===== config.mk =====
export PLATFORM = sky130hd
export DESIGN_NAME = ids_exec
export DESIGN_NICKNAME = d
export VERILOG_FILES = /design/src/hdl/ids_pkg.sv /design/src/hdl/ids_exec.sv /design/src/hdl/ids_alu.sv
export SDC_FILE = /design/constraint.sdc
export NUM_CORES = 1
export LEC_CHECK = 0
export ABC_AREA = 1
export BUFFER_PORTS_ARGS = -buffer_cell sky130_fd_sc_hd__clkbuf_2
export CORE_ASPECT_RATIO = 1.75
export CORE_UTILIZATION = 45
export CTS_BUF_LIST = sky130_fd_sc_hd__clkbuf_16
export DETAILED_ROUTE_END_ITERATION = 8
export HOLD_SLACK_MARGIN = 0.02
export PLACE_DENSITY = 0.72
export SLEW_MARGIN = 25
export SYNTH_ARGS = -nofsm -noshare
export SYNTH_HDL_FRONTEND = slang
export SYNTH_SLANG_ARGS = --single-unit

===== constraint.sdc =====
create_clock -name clock_in -period 5.7 [get_ports clock_in]
set_clock_uncertainty 0.1 [all_clocks]
set_input_delay 0.855 -clock clock_in [delete_from_list [all_inputs] [get_ports clock_in]]
set_output_delay 0.855 -clock clock_in [all_outputs]
set_load 0.005 [all_outputs]

===== src/hdl/ids_pkg.sv =====
package ids_pkg;

   // ----------------------------------------------------------------
   // Widths
   // ----------------------------------------------------------------
   localparam int unsigned DATA_W = 8;
   localparam int unsigned ADDR_W = 7;
   localparam int unsigned OP_W = 3;
   localparam int unsigned LIT_W = 11;
   localparam int unsigned PC_W = 13;
   localparam int unsigned PC_LOW_W = 11;

   // ----------------------------------------------------------------
   // Operation select codes
   // ----------------------------------------------------------------
   localparam logic [2:0] OP_NOP = 3'h0;
   localparam logic [2:0] OP_DECREMENT_SKIP_ON_NULL = 3'h1;
   localparam logic [2:0] OP_INCREMENT_SKIP_ON_NULL = 3'h2;
   localparam logic [2:0] OP_JUMP_UNCONDITIONAL = 3'h3;
   localparam logic [2:0] OP_OR_LITERAL_INTO_ACC = 3'h4;
   localparam logic [2:0] OP_INCREMENT_REGISTER = 3'h5;
   localparam logic [2:0] OP_OR_ACC_WITH_REGISTER = 3'h6;

   // ----------------------------------------------------------------
   // Destination bit and field positions
   // ----------------------------------------------------------------
   localparam logic DEST_ACC = 1'b0;
   localparam logic DEST_FILE = 1'b1;
   localparam int unsigned LATCH_PC_LSB = 3;
   localparam int unsigned LATCH_PC_MSB = 4;

   // ----------------------------------------------------------------
   // Reset values and the increment constant
   // ----------------------------------------------------------------
   localparam logic [7:0] ACC_RST = 8'h00;
   localparam logic ZERO_RST = 1'b0;
   localparam logic [12:0] PC_TARGET_RST = 13'h0000;
   localparam logic [7:0] ONE_8 = 8'h01;

   // ----------------------------------------------------------------
   // Types
   // ----------------------------------------------------------------
   typedef enum logic [0:0] {
      ST_RUN = 1'b0,
      ST_NOP_SLOT = 1'b1
   } ids_state_e;

   typedef struct packed {
      ids_state_e state;
      logic [7:0] acc;
      logic zero;
      logic wr_en;
      logic [6:0] wr_addr;
      logic [7:0] wr_data;
      logic pc_load;
      logic [12:0] pc_target;
      logic skip;
      logic taken;
      logic illegal;
   } ids_regs_s;

   function automatic logic ids_is_zero(input logic [7:0] value);
      ids_is_zero = (value == 8'h00);
   endfunction : ids_is_zero

endpackage : ids_pkg


===== src/hdl/ids_exec.sv =====
// What this block does
// - Decrement-skip subtracts one from register; destination bit picks accumulator or register.
// - Decrement-skip zero result discards next instruction as a NOP, two cycles.
// - Increment-skip adds one, stores per destination; zero result turns next into NOP.
// - Increment-skip nonzero result lets the next instruction run with no NOP.
// - Jump loads 11-bit immediate into PC low bits, latch bits 4:3 above.
// - Jump takes two instruction cycles and changes no status flag.
// - OR-literal ORs accumulator with 8-bit immediate, result to accumulator, zero flag.
// - Plain increment adds one, stores per destination, updates zero flag, never skips.
// - OR-register ORs accumulator with register, stores per destination, updates zero flag.
module ids_exec (
   input wire logic clock_in,
   input wire logic srst_in,
   input wire logic instr_valid_in,
   input wire logic [2:0] op_in,
   input wire logic [6:0] file_addr_in,
   input wire logic dest_in,
   input wire logic [10:0] literal_in,
   input wire logic [7:0] file_rdata_in,
   input wire logic [7:0] upper_latch_in,
   output logic instr_taken_out,
   output logic illegal_op_out,
   output logic nop_slot_out,
   output logic skip_out,
   output logic file_wr_en_out,
   output logic [6:0] file_wr_addr_out,
   output logic [7:0] file_wr_data_out,
   output logic [7:0] acc_out,
   output logic zero_flag_out,
   output logic pc_load_out,
   output logic [12:0] pc_target_out
);

   // ----------------------------------------------------------------
   // State
   // ----------------------------------------------------------------
   ids_pkg::ids_regs_s regs_ff;
   ids_pkg::ids_regs_s nxt_regs;

   logic [7:0] file_operand;
   logic [7:0] alu_result;
   logic alu_writes_dest;
   logic alu_writes_acc_only;
   logic alu_sets_zero;
   logic alu_zero;
   logic alu_skip;
   logic alu_jump;
   logic alu_legal;
   logic accept;
   logic store_file;
   logic store_acc;
   logic [12:0] jump_dest;

   // ----------------------------------------------------------------
   // Helpers
   // ----------------------------------------------------------------
   // Result goes back to the addressed register
   function automatic logic goes_to_file(input logic writes_dest, input logic dest);
      goes_to_file = writes_dest && (dest == ids_pkg::DEST_FILE);
   endfunction : goes_to_file

   // Result goes to the accumulator
   function automatic logic goes_to_acc(input logic writes_dest, input logic acc_only, input logic dest);
      goes_to_acc = (writes_dest && (dest == ids_pkg::DEST_ACC)) || acc_only;
   endfunction : goes_to_acc

   // Jump address, upper bits from the latch
   function automatic logic [12:0] jump_address(input logic [7:0] latch, input logic [10:0] imm);
      jump_address = {latch[ids_pkg::LATCH_PC_MSB:ids_pkg::LATCH_PC_LSB], imm};
   endfunction : jump_address

   // Quiet state after reset, no pulse pending
   function automatic ids_pkg::ids_regs_s reset_regs();
      ids_pkg::ids_regs_s r;
      r = '0;
      r.state = ids_pkg::ST_RUN;
      r.acc = ids_pkg::ACC_RST;
      r.zero = ids_pkg::ZERO_RST;
      r.wr_en = 1'b0;
      r.wr_addr = 7'h00;
      r.wr_data = 8'h00;
      r.pc_load = 1'b0;
      r.pc_target = ids_pkg::PC_TARGET_RST;
      r.skip = 1'b0;
      r.taken = 1'b0;
      r.illegal = 1'b0;
      return r;
   endfunction : reset_regs

   // ----------------------------------------------------------------
   // Operand selection
   // ----------------------------------------------------------------
   // A write still in flight reaches the register file one edge late,
   // so a read of the same address takes the pending value instead.
   always_comb begin
      file_operand = file_rdata_in;
      if (regs_ff.wr_en && (regs_ff.wr_addr == file_addr_in)) begin
         file_operand = regs_ff.wr_data;
      end
   end

   // Instructions offered in the NOP slot are the discarded ones
   assign accept = instr_valid_in && (regs_ff.state == ids_pkg::ST_RUN);

   // ----------------------------------------------------------------
   // Arithmetic
   // ----------------------------------------------------------------
   ids_alu u_alu (
      .op_in(op_in),
      .acc_in(regs_ff.acc),
      .file_in(file_operand),
      .literal_in(literal_in[7:0]),
      .result_out(alu_result),
      .writes_dest_out(alu_writes_dest),
      .writes_acc_only_out(alu_writes_acc_only),
      .sets_zero_out(alu_sets_zero),
      .zero_out(alu_zero),
      .skip_out(alu_skip),
      .jump_out(alu_jump),
      .legal_out(alu_legal)
   );

   // ----------------------------------------------------------------
   // Store and jump decisions
   // ----------------------------------------------------------------
   // destination bit steers store
   assign store_file = goes_to_file(alu_writes_dest, dest_in);
   assign store_acc = goes_to_acc(alu_writes_dest, alu_writes_acc_only, dest_in);

   assign jump_dest = jump_address(upper_latch_in, literal_in);

   // ----------------------------------------------------------------
   // Next state
   // ----------------------------------------------------------------
   always_comb begin
      nxt_regs = regs_ff;
      nxt_regs.wr_en = 1'b0;
      nxt_regs.pc_load = 1'b0;
      nxt_regs.skip = 1'b0;
      nxt_regs.taken = 1'b0;
      nxt_regs.illegal = 1'b0;

      case (regs_ff.state)
         ids_pkg::ST_RUN: begin
            if (accept) begin
               nxt_regs.taken = 1'b1;
               nxt_regs.illegal = !alu_legal;

               if (store_file) begin
                  nxt_regs.wr_en = 1'b1;
                  nxt_regs.wr_addr = file_addr_in;
                  nxt_regs.wr_data = alu_result;
               end
               if (store_acc) begin
                  nxt_regs.acc = alu_result;
               end

               if (alu_sets_zero) begin
                  nxt_regs.zero = alu_zero;
               end

               if (alu_skip) begin
                  nxt_regs.skip = 1'b1;
                  nxt_regs.state = ids_pkg::ST_NOP_SLOT;
               end

               if (alu_jump) begin
                  nxt_regs.pc_load = 1'b1;
                  nxt_regs.pc_target = jump_dest;
                  nxt_regs.state = ids_pkg::ST_NOP_SLOT;
               end
            end
         end
         ids_pkg::ST_NOP_SLOT: begin
            // Second cycle executes as a no-operation
            nxt_regs.state = ids_pkg::ST_RUN;
         end
         default: begin
            nxt_regs.state = ids_pkg::ST_RUN;
         end
      endcase

      if (srst_in) begin
         nxt_regs = reset_regs();
      end
   end

   // ----------------------------------------------------------------
   // Registers
   // ----------------------------------------------------------------
   always_ff @(posedge clock_in) begin
      regs_ff <= nxt_regs;
   end

   // ----------------------------------------------------------------
   // Outputs
   // ----------------------------------------------------------------
   // One-cycle pulses
   assign instr_taken_out = regs_ff.taken;
   assign illegal_op_out = regs_ff.illegal;
   assign nop_slot_out = (regs_ff.state == ids_pkg::ST_NOP_SLOT);
   assign skip_out = regs_ff.skip;
   assign file_wr_en_out = regs_ff.wr_en;

   // Held values, plus the one-cycle pc_load pulse
   assign file_wr_addr_out = regs_ff.wr_addr;
   assign file_wr_data_out = regs_ff.wr_data;
   assign acc_out = regs_ff.acc;
   assign zero_flag_out = regs_ff.zero;
   assign pc_load_out = regs_ff.pc_load;
   assign pc_target_out = regs_ff.pc_target;

endmodule : ids_exec


===== src/hdl/ids_alu.sv =====
module ids_alu (
   input wire logic [2:0] op_in,
   input wire logic [7:0] acc_in,
   input wire logic [7:0] file_in,
   input wire logic [7:0] literal_in,
   output logic [7:0] result_out,
   output logic writes_dest_out,
   output logic writes_acc_only_out,
   output logic sets_zero_out,
   output logic zero_out,
   output logic skip_out,
   output logic jump_out,
   output logic legal_out
);

   // Wraps modulo 256
   function automatic logic [7:0] plus_one(input logic [7:0] value);
      plus_one = value + ids_pkg::ONE_8;
   endfunction : plus_one

   always_comb begin
      result_out = 8'h00;
      writes_dest_out = 1'b0;
      writes_acc_only_out = 1'b0;
      sets_zero_out = 1'b0;
      skip_out = 1'b0;
      jump_out = 1'b0;
      legal_out = 1'b1;
      case (op_in)
         ids_pkg::OP_NOP: begin
            legal_out = 1'b1;
         end
         ids_pkg::OP_DECREMENT_SKIP_ON_NULL: begin
            result_out = file_in - ids_pkg::ONE_8;
            writes_dest_out = 1'b1;
            skip_out = ids_pkg::ids_is_zero(result_out);
         end
         ids_pkg::OP_INCREMENT_SKIP_ON_NULL: begin
            result_out = plus_one(file_in);
            writes_dest_out = 1'b1;
            skip_out = ids_pkg::ids_is_zero(result_out);
         end
         ids_pkg::OP_JUMP_UNCONDITIONAL: begin
            jump_out = 1'b1;
         end
         ids_pkg::OP_OR_LITERAL_INTO_ACC: begin
            result_out = acc_in | literal_in;
            writes_acc_only_out = 1'b1;
            sets_zero_out = 1'b1;
         end
         ids_pkg::OP_INCREMENT_REGISTER: begin
            result_out = plus_one(file_in);
            writes_dest_out = 1'b1;
            sets_zero_out = 1'b1;
         end
         ids_pkg::OP_OR_ACC_WITH_REGISTER: begin
            result_out = acc_in | file_in;
            writes_dest_out = 1'b1;
            sets_zero_out = 1'b1;
         end
         default: begin
            legal_out = 1'b0;
         end
      endcase
   end

   assign zero_out = ids_pkg::ids_is_zero(result_out);

endmodule : ids_alu


## Yosys cells after proc, flatten, opt, wreduce, memory -nomap -nowiden

Cells that the tools add are included.

- Flip-flop bits (word level): 43
- Input bits: 41
- Output and inout port bits: 43
- Word-level logic and storage cells: 61

- $add $sub $neg: 2
- Equal/unequal tests: 7
- Muxes and demuxes: 16
- Bitwise gates (word level): 5
- Reductions and logical operators: 20

Operator list:

| kind | number |
|---|---|
| $mux 43 | 1 |
| $pmux 8 s4 | 1 |
| $logic_not 8->1 | 3 |
| $mux 16 | 1 |
| $mux 8 | 2 |
| $or 8x8->8 | 2 |
| $mux 14 | 1 |
| $reduce_and 3->1 | 4 |
| $eq 3x3->1 const B | 3 |
| $add 8x1->8 const B | 1 |
| $mux 1 | 8 |
| $sub 8x1->8 const B | 1 |
| $eq 7x7->1 | 1 |
| $reduce_or 7->1 | 1 |
| $eq 3x2->1 const B | 2 |
| $reduce_or 3->1 | 2 |
| $logic_and 1x1->1 | 4 |
| $pmux 1 s2 | 2 |
| $reduce_or 2->1 | 2 |
| $reduce_or 4->1 | 1 |
| $eq 3x1->1 const B | 1 |
| $logic_not 3->1 | 1 |
| $not 1->1 | 3 |
| $logic_not 1->1 | 1 |
| $logic_or 1x1->1 | 1 |

## Longest topological paths before layout

- Word-level depth: 10
- Mapped depth: 23
- Depth with buffers taken out: 22

## Hierarchy

A second synthesis with hierarchy kept.

- Cells, all modules: 393
- Area total of the unflattened synthesis: 2544.9 um2

By module, submodules not included:

| module | instances | cells an instance | area an instance (um2) | sequential area each (um2) |
|---|---|---|---|---|
| ids_exec | 1 | 239 | 1747.9 | 860.8 |
| ids_alu | 1 | 154 | 797.0 | 0.0 |

## Least setup slack after synthesis

OpenSTA, ideal clock, no wires.

- Kind: input-to-reg
- Start: in file_addr_in[2]
- End: reg regs_ff, in the netlist zero_flag_out
- Library setup time: 0.066 ns
- Data arrival time: 2.664 ns
- Data required time: 5.534 ns
- Slack: 2.870 ns
- Cell stages on the path: 19
- Path buffers: 1
- Path through: inv_1 > nand2_1 > nand2_1 > nand2_1 > nor2_4 > nand2_4 > buf_6 > nand2_1 > nand2_2 > ha_1 > a21oi_1 > nand3_1 > a21oi_1 > nand2_1 > nor2_1 > nand3_1 > nor2_1 > nand2_1 > a21oi_2

- Word-level cells in the longest chain between the ends: 6
- Elaborated cells on any way between the ends: 8
- Classes of those cells: add/sub (2); eq/ne (1); mux (2); bitwise (1); reduce/logical (2)

RTL lines:

| element | line | RTL |
|---|---|---|
| from (decl) | ids_exec.sv:16 | `input wire logic [6:0] file_addr_in,` |
| $eq 7x7->1 (*) | ids_exec.sv:97 | `if (regs_ff.wr_en && (regs_ff.wr_addr == file_addr_in)) begin` |
| $logic_and 1x1->1 (*) | ids_exec.sv:97 |  |
| $mux 8 (*) | ids_exec.sv:97 |  |
| $add 8x1->8 (tied with other cells) | ids_alu.sv:18 | `plus_one = value + ids_pkg::ONE_8;` |
| $pmux 8 s4 (*) | ids_alu.sv:29 | `case (op_in)` |
| $logic_not 8->1 (*) | ids_pkg.sv:63 | `ids_is_zero = (value == 8'h00);` |
| to (signal assigned) | ids_exec.sv:192 | `regs_ff <= nxt_regs;` |
| to (decl) | ids_exec.sv:37 | `ids_pkg::ids_regs_s regs_ff;` |

Mark *: on every way between the ends. The rest lies on a longest branch, timed or not.
A chain may end at the register's enable or synchronous reset.

## Final worst setup path

- Start: in file_addr_in[1]
- End: reg regs_ff, in the netlist zero_flag_out

The elaborated chain is that of the path after synthesis.

==> metrics.txt <==
HPWL Detailed=5520 um; final count of hold timing violations=0; Seq cells post-synth=43; Most common cell on crit path=nand2_1; M1 wire length=2720 um; Required @ worst endpoint=5820 ps; worst-skew pair later-pin latency=290 ps; commonest non-fill, non-tap cell in the layout=nand2_1; worst flop-to-flop path startpoint=file_wr_addr_out[1]; n_diodes=0; ranking of synthesized cells by area=dfxtp_1 33%, nand2_1 14%, o21ai_0 8.4%; Tightest Hold Check Type=reg -> reg; CTS sink cnt=43; Setup TNS=0 ps; Pre-antenna DRT Iters=5; Slew @ Worst Pin=948 ps; met3 wire len=238 um; dominant cell type by area after synthesis=dfxtp_1; Reg2Reg Depth=20; Period Utilization, post-route=55.4%; P&R area growth vs syn=21.5%; status=finished, final reports clean; Leakage=1.64 nW; PwrDens=234 mW/mm^2; starting DRC count in detailed routing=95; CP Cell Sequence=clkbuf_2 -> nor2_1 -> nor2_1 -> nand2_1 -> nor2_4 -> nand2_4 -> nand2_1 -> nand2_2 -> ha_1 -> nand3_1 -> nand2_1 -> nand2_1 -> nand3_1 -> nand2_1 -> inv_1 -> nor2_1 -> nand3_1 -> nor2_1 -> nand2_1 -> a21oi_2; die width=59.6 um; cell count after synthesis=403; leading cell types in the layout, fill and taps excluded=98 x nand2_1, 77 x clkbuf_2, 44 x inv_1, 44 x o21ai_0, 43 x dfxtp_1; nets@finish=524; critical path capture point type=flop; Final ANT Viol Nets=0; syn_nets=452; CTS resizes=0; CP Launch Type=primary input; clock buffer count from CTS=5; Boundary Pins=84; Residual DRC=0; reg2reg setup slack=2840 ps; Max Clock Freq=317 MHz; GPL Wtd Cong=0.901; # port buffers=77; vias in the first global route=2,535; Worst Path Arrival=3280 ps; Placed Cells=544; Worst Hold Depth=2; reg2reg end=zero_flag_out; DR vias/cell=5.01; top cell type's share of synthesized area=33.0%; Total Routed Length=7040 um; initial core utilization=46.8%; first-pass GRT wire length=11,400 um; initial antenna violation count=0; grt ovf=0; final setup vio count=0; max_slew headroom=36.7%; layout cell share with drive strength beyond 1=23.9%; largest net degree at the start of global routing=37; hold path endpoint=file_wr_addr_out[2]; mean routed wirelength per cell=12.8 um; Die ar.=0.00612 mm^2; unrepaired setup endpoints after global routing=false; Slowest-stage cell, CP=nor2_4; CTS clk-pin slew, worst paths=60 ps; Max rail drop VDD=0.000222 V; minimum clock period=3160 ps; max-slew violation count=0; DR vias=2,764; Yosys warning count=0; hold_buf cts=0; Mapped Area=0.00261 mm^2; crit path kind=in -> reg; Core Region=0.00559 mm^2; Max Cap Viol=0; Die Ht=103 um; Critical Path Start=file_addr_in[1]; GR Util All Layers=24.7%; DR top layer=met4; Clock Path Buffers=2; row count=36; metal2 WL=3770 um; H-tree level count=2; clock root cell=clkbuf_16; mean area per synthesized cell=6.48 um^2; Seq/Total Area, Yosys=33.0%; Synth cell types=30; Non-Filler Instances=552; worst hold start=file_wr_addr_out[2]; Setup Buffers After CTS=0; max incr delay on CP=290 ps; CTS tree=built; Max FO, Critical Path=16
## per-stage QoR
stage	cell area, um^2	utilization (%)	power, W	worst slack [ps]	hold WS (ps)
final	3170	56.8	0.000742	2540	372
after global routing	3170	56.8	0.000781	2330	389
after CTS	3170	56.7	0.000747	2560	379
after global placement	3020	54.1	0.000468	2260	359
after floorplan	2610	-	0.000418	2870	364
after detailed placement	3020	54.1	0.000470	2280	372
## state kept, by name, indices dropped and copies added, names as in the netlist, 7 cells and up
register          count
pc_target_out        13
file_wr_addr_out      7
file_wr_data_out      8
acc_out               8
## area by class of cell
type	count	area (um^2)
clock buffers	5	125
clock inverters	3	16.3
fillers	614	2410
inverters	47	176
multi-input cells	301	1510
flip-flops and latches	43	861
well taps	76	95.1
repair buffers	77	385
## power breakdown
group / internal, W / switching [W] / leakage [nW] / total (W)
combinational: 0.0000508 / 0.0000863 / 1.22 / 0.000137
clock: 0.000160 / 0.000117 / 0.0710 / 0.000277
sequential: 0.000316 / 0.0000111 / 0.351 / 0.000327
total: 0.000527 / 0.000215 / 1.64 / 0.000742
## critical path: cells and delay by family
kind / cells / cell delay, ps
buf+inv: 2 / 160
compound gates: 1 / 100
fa+ha+maj: 1 / 230
simple gates: 16 / 1910
## how the worst max path moves through the flow
stage                          endpoint  slack (ps)  depth (start not counted)
after global routing      zero_flag_out        2330                         19
after global placement    zero_flag_out        2260                         20
final                     zero_flag_out        2540                         20
after floorplan           zero_flag_out        2870                         19
after detailed placement  zero_flag_out        2280                         20
after CTS                 zero_flag_out        2560                         20
## cell usage after synthesis (all sizes together)
cell and instances:
nor3 1, nor2 47, xor2 1, xnor2 1, ha 8, clkbuf 8
a221oi 1, nand4 1, o31ai 1, nor4b 1, nand3 39, dfxtp 43
o22ai 1, o21bai 1, buf 4, inv 47, a21oi 37, o21ai 47
nand3b 3, nand2 111
## kinds of logic (layout without fill, tap and decap cells)
logic type	after synthesis	in the layout	synth area share [%]
compound gates	88	88	17.8
buf+inv	59	132	9.34
simple gates	203	203	35.4
fa+ha+maj	8	8	3.83
xor+xnor	2	2	0.671
flops	43	43	33.0
## layer usage
layer | GRT usage (%) | vias to the layer above
met5 | 0 | -
met4 | 15.7 | 0
met3 | 3.64 | 19
met2 | 43.6 | 67
met1 | 26.7 | 1228
li1 | - | 1450
No activity file was read; power rests on OpenSTA's default activity.
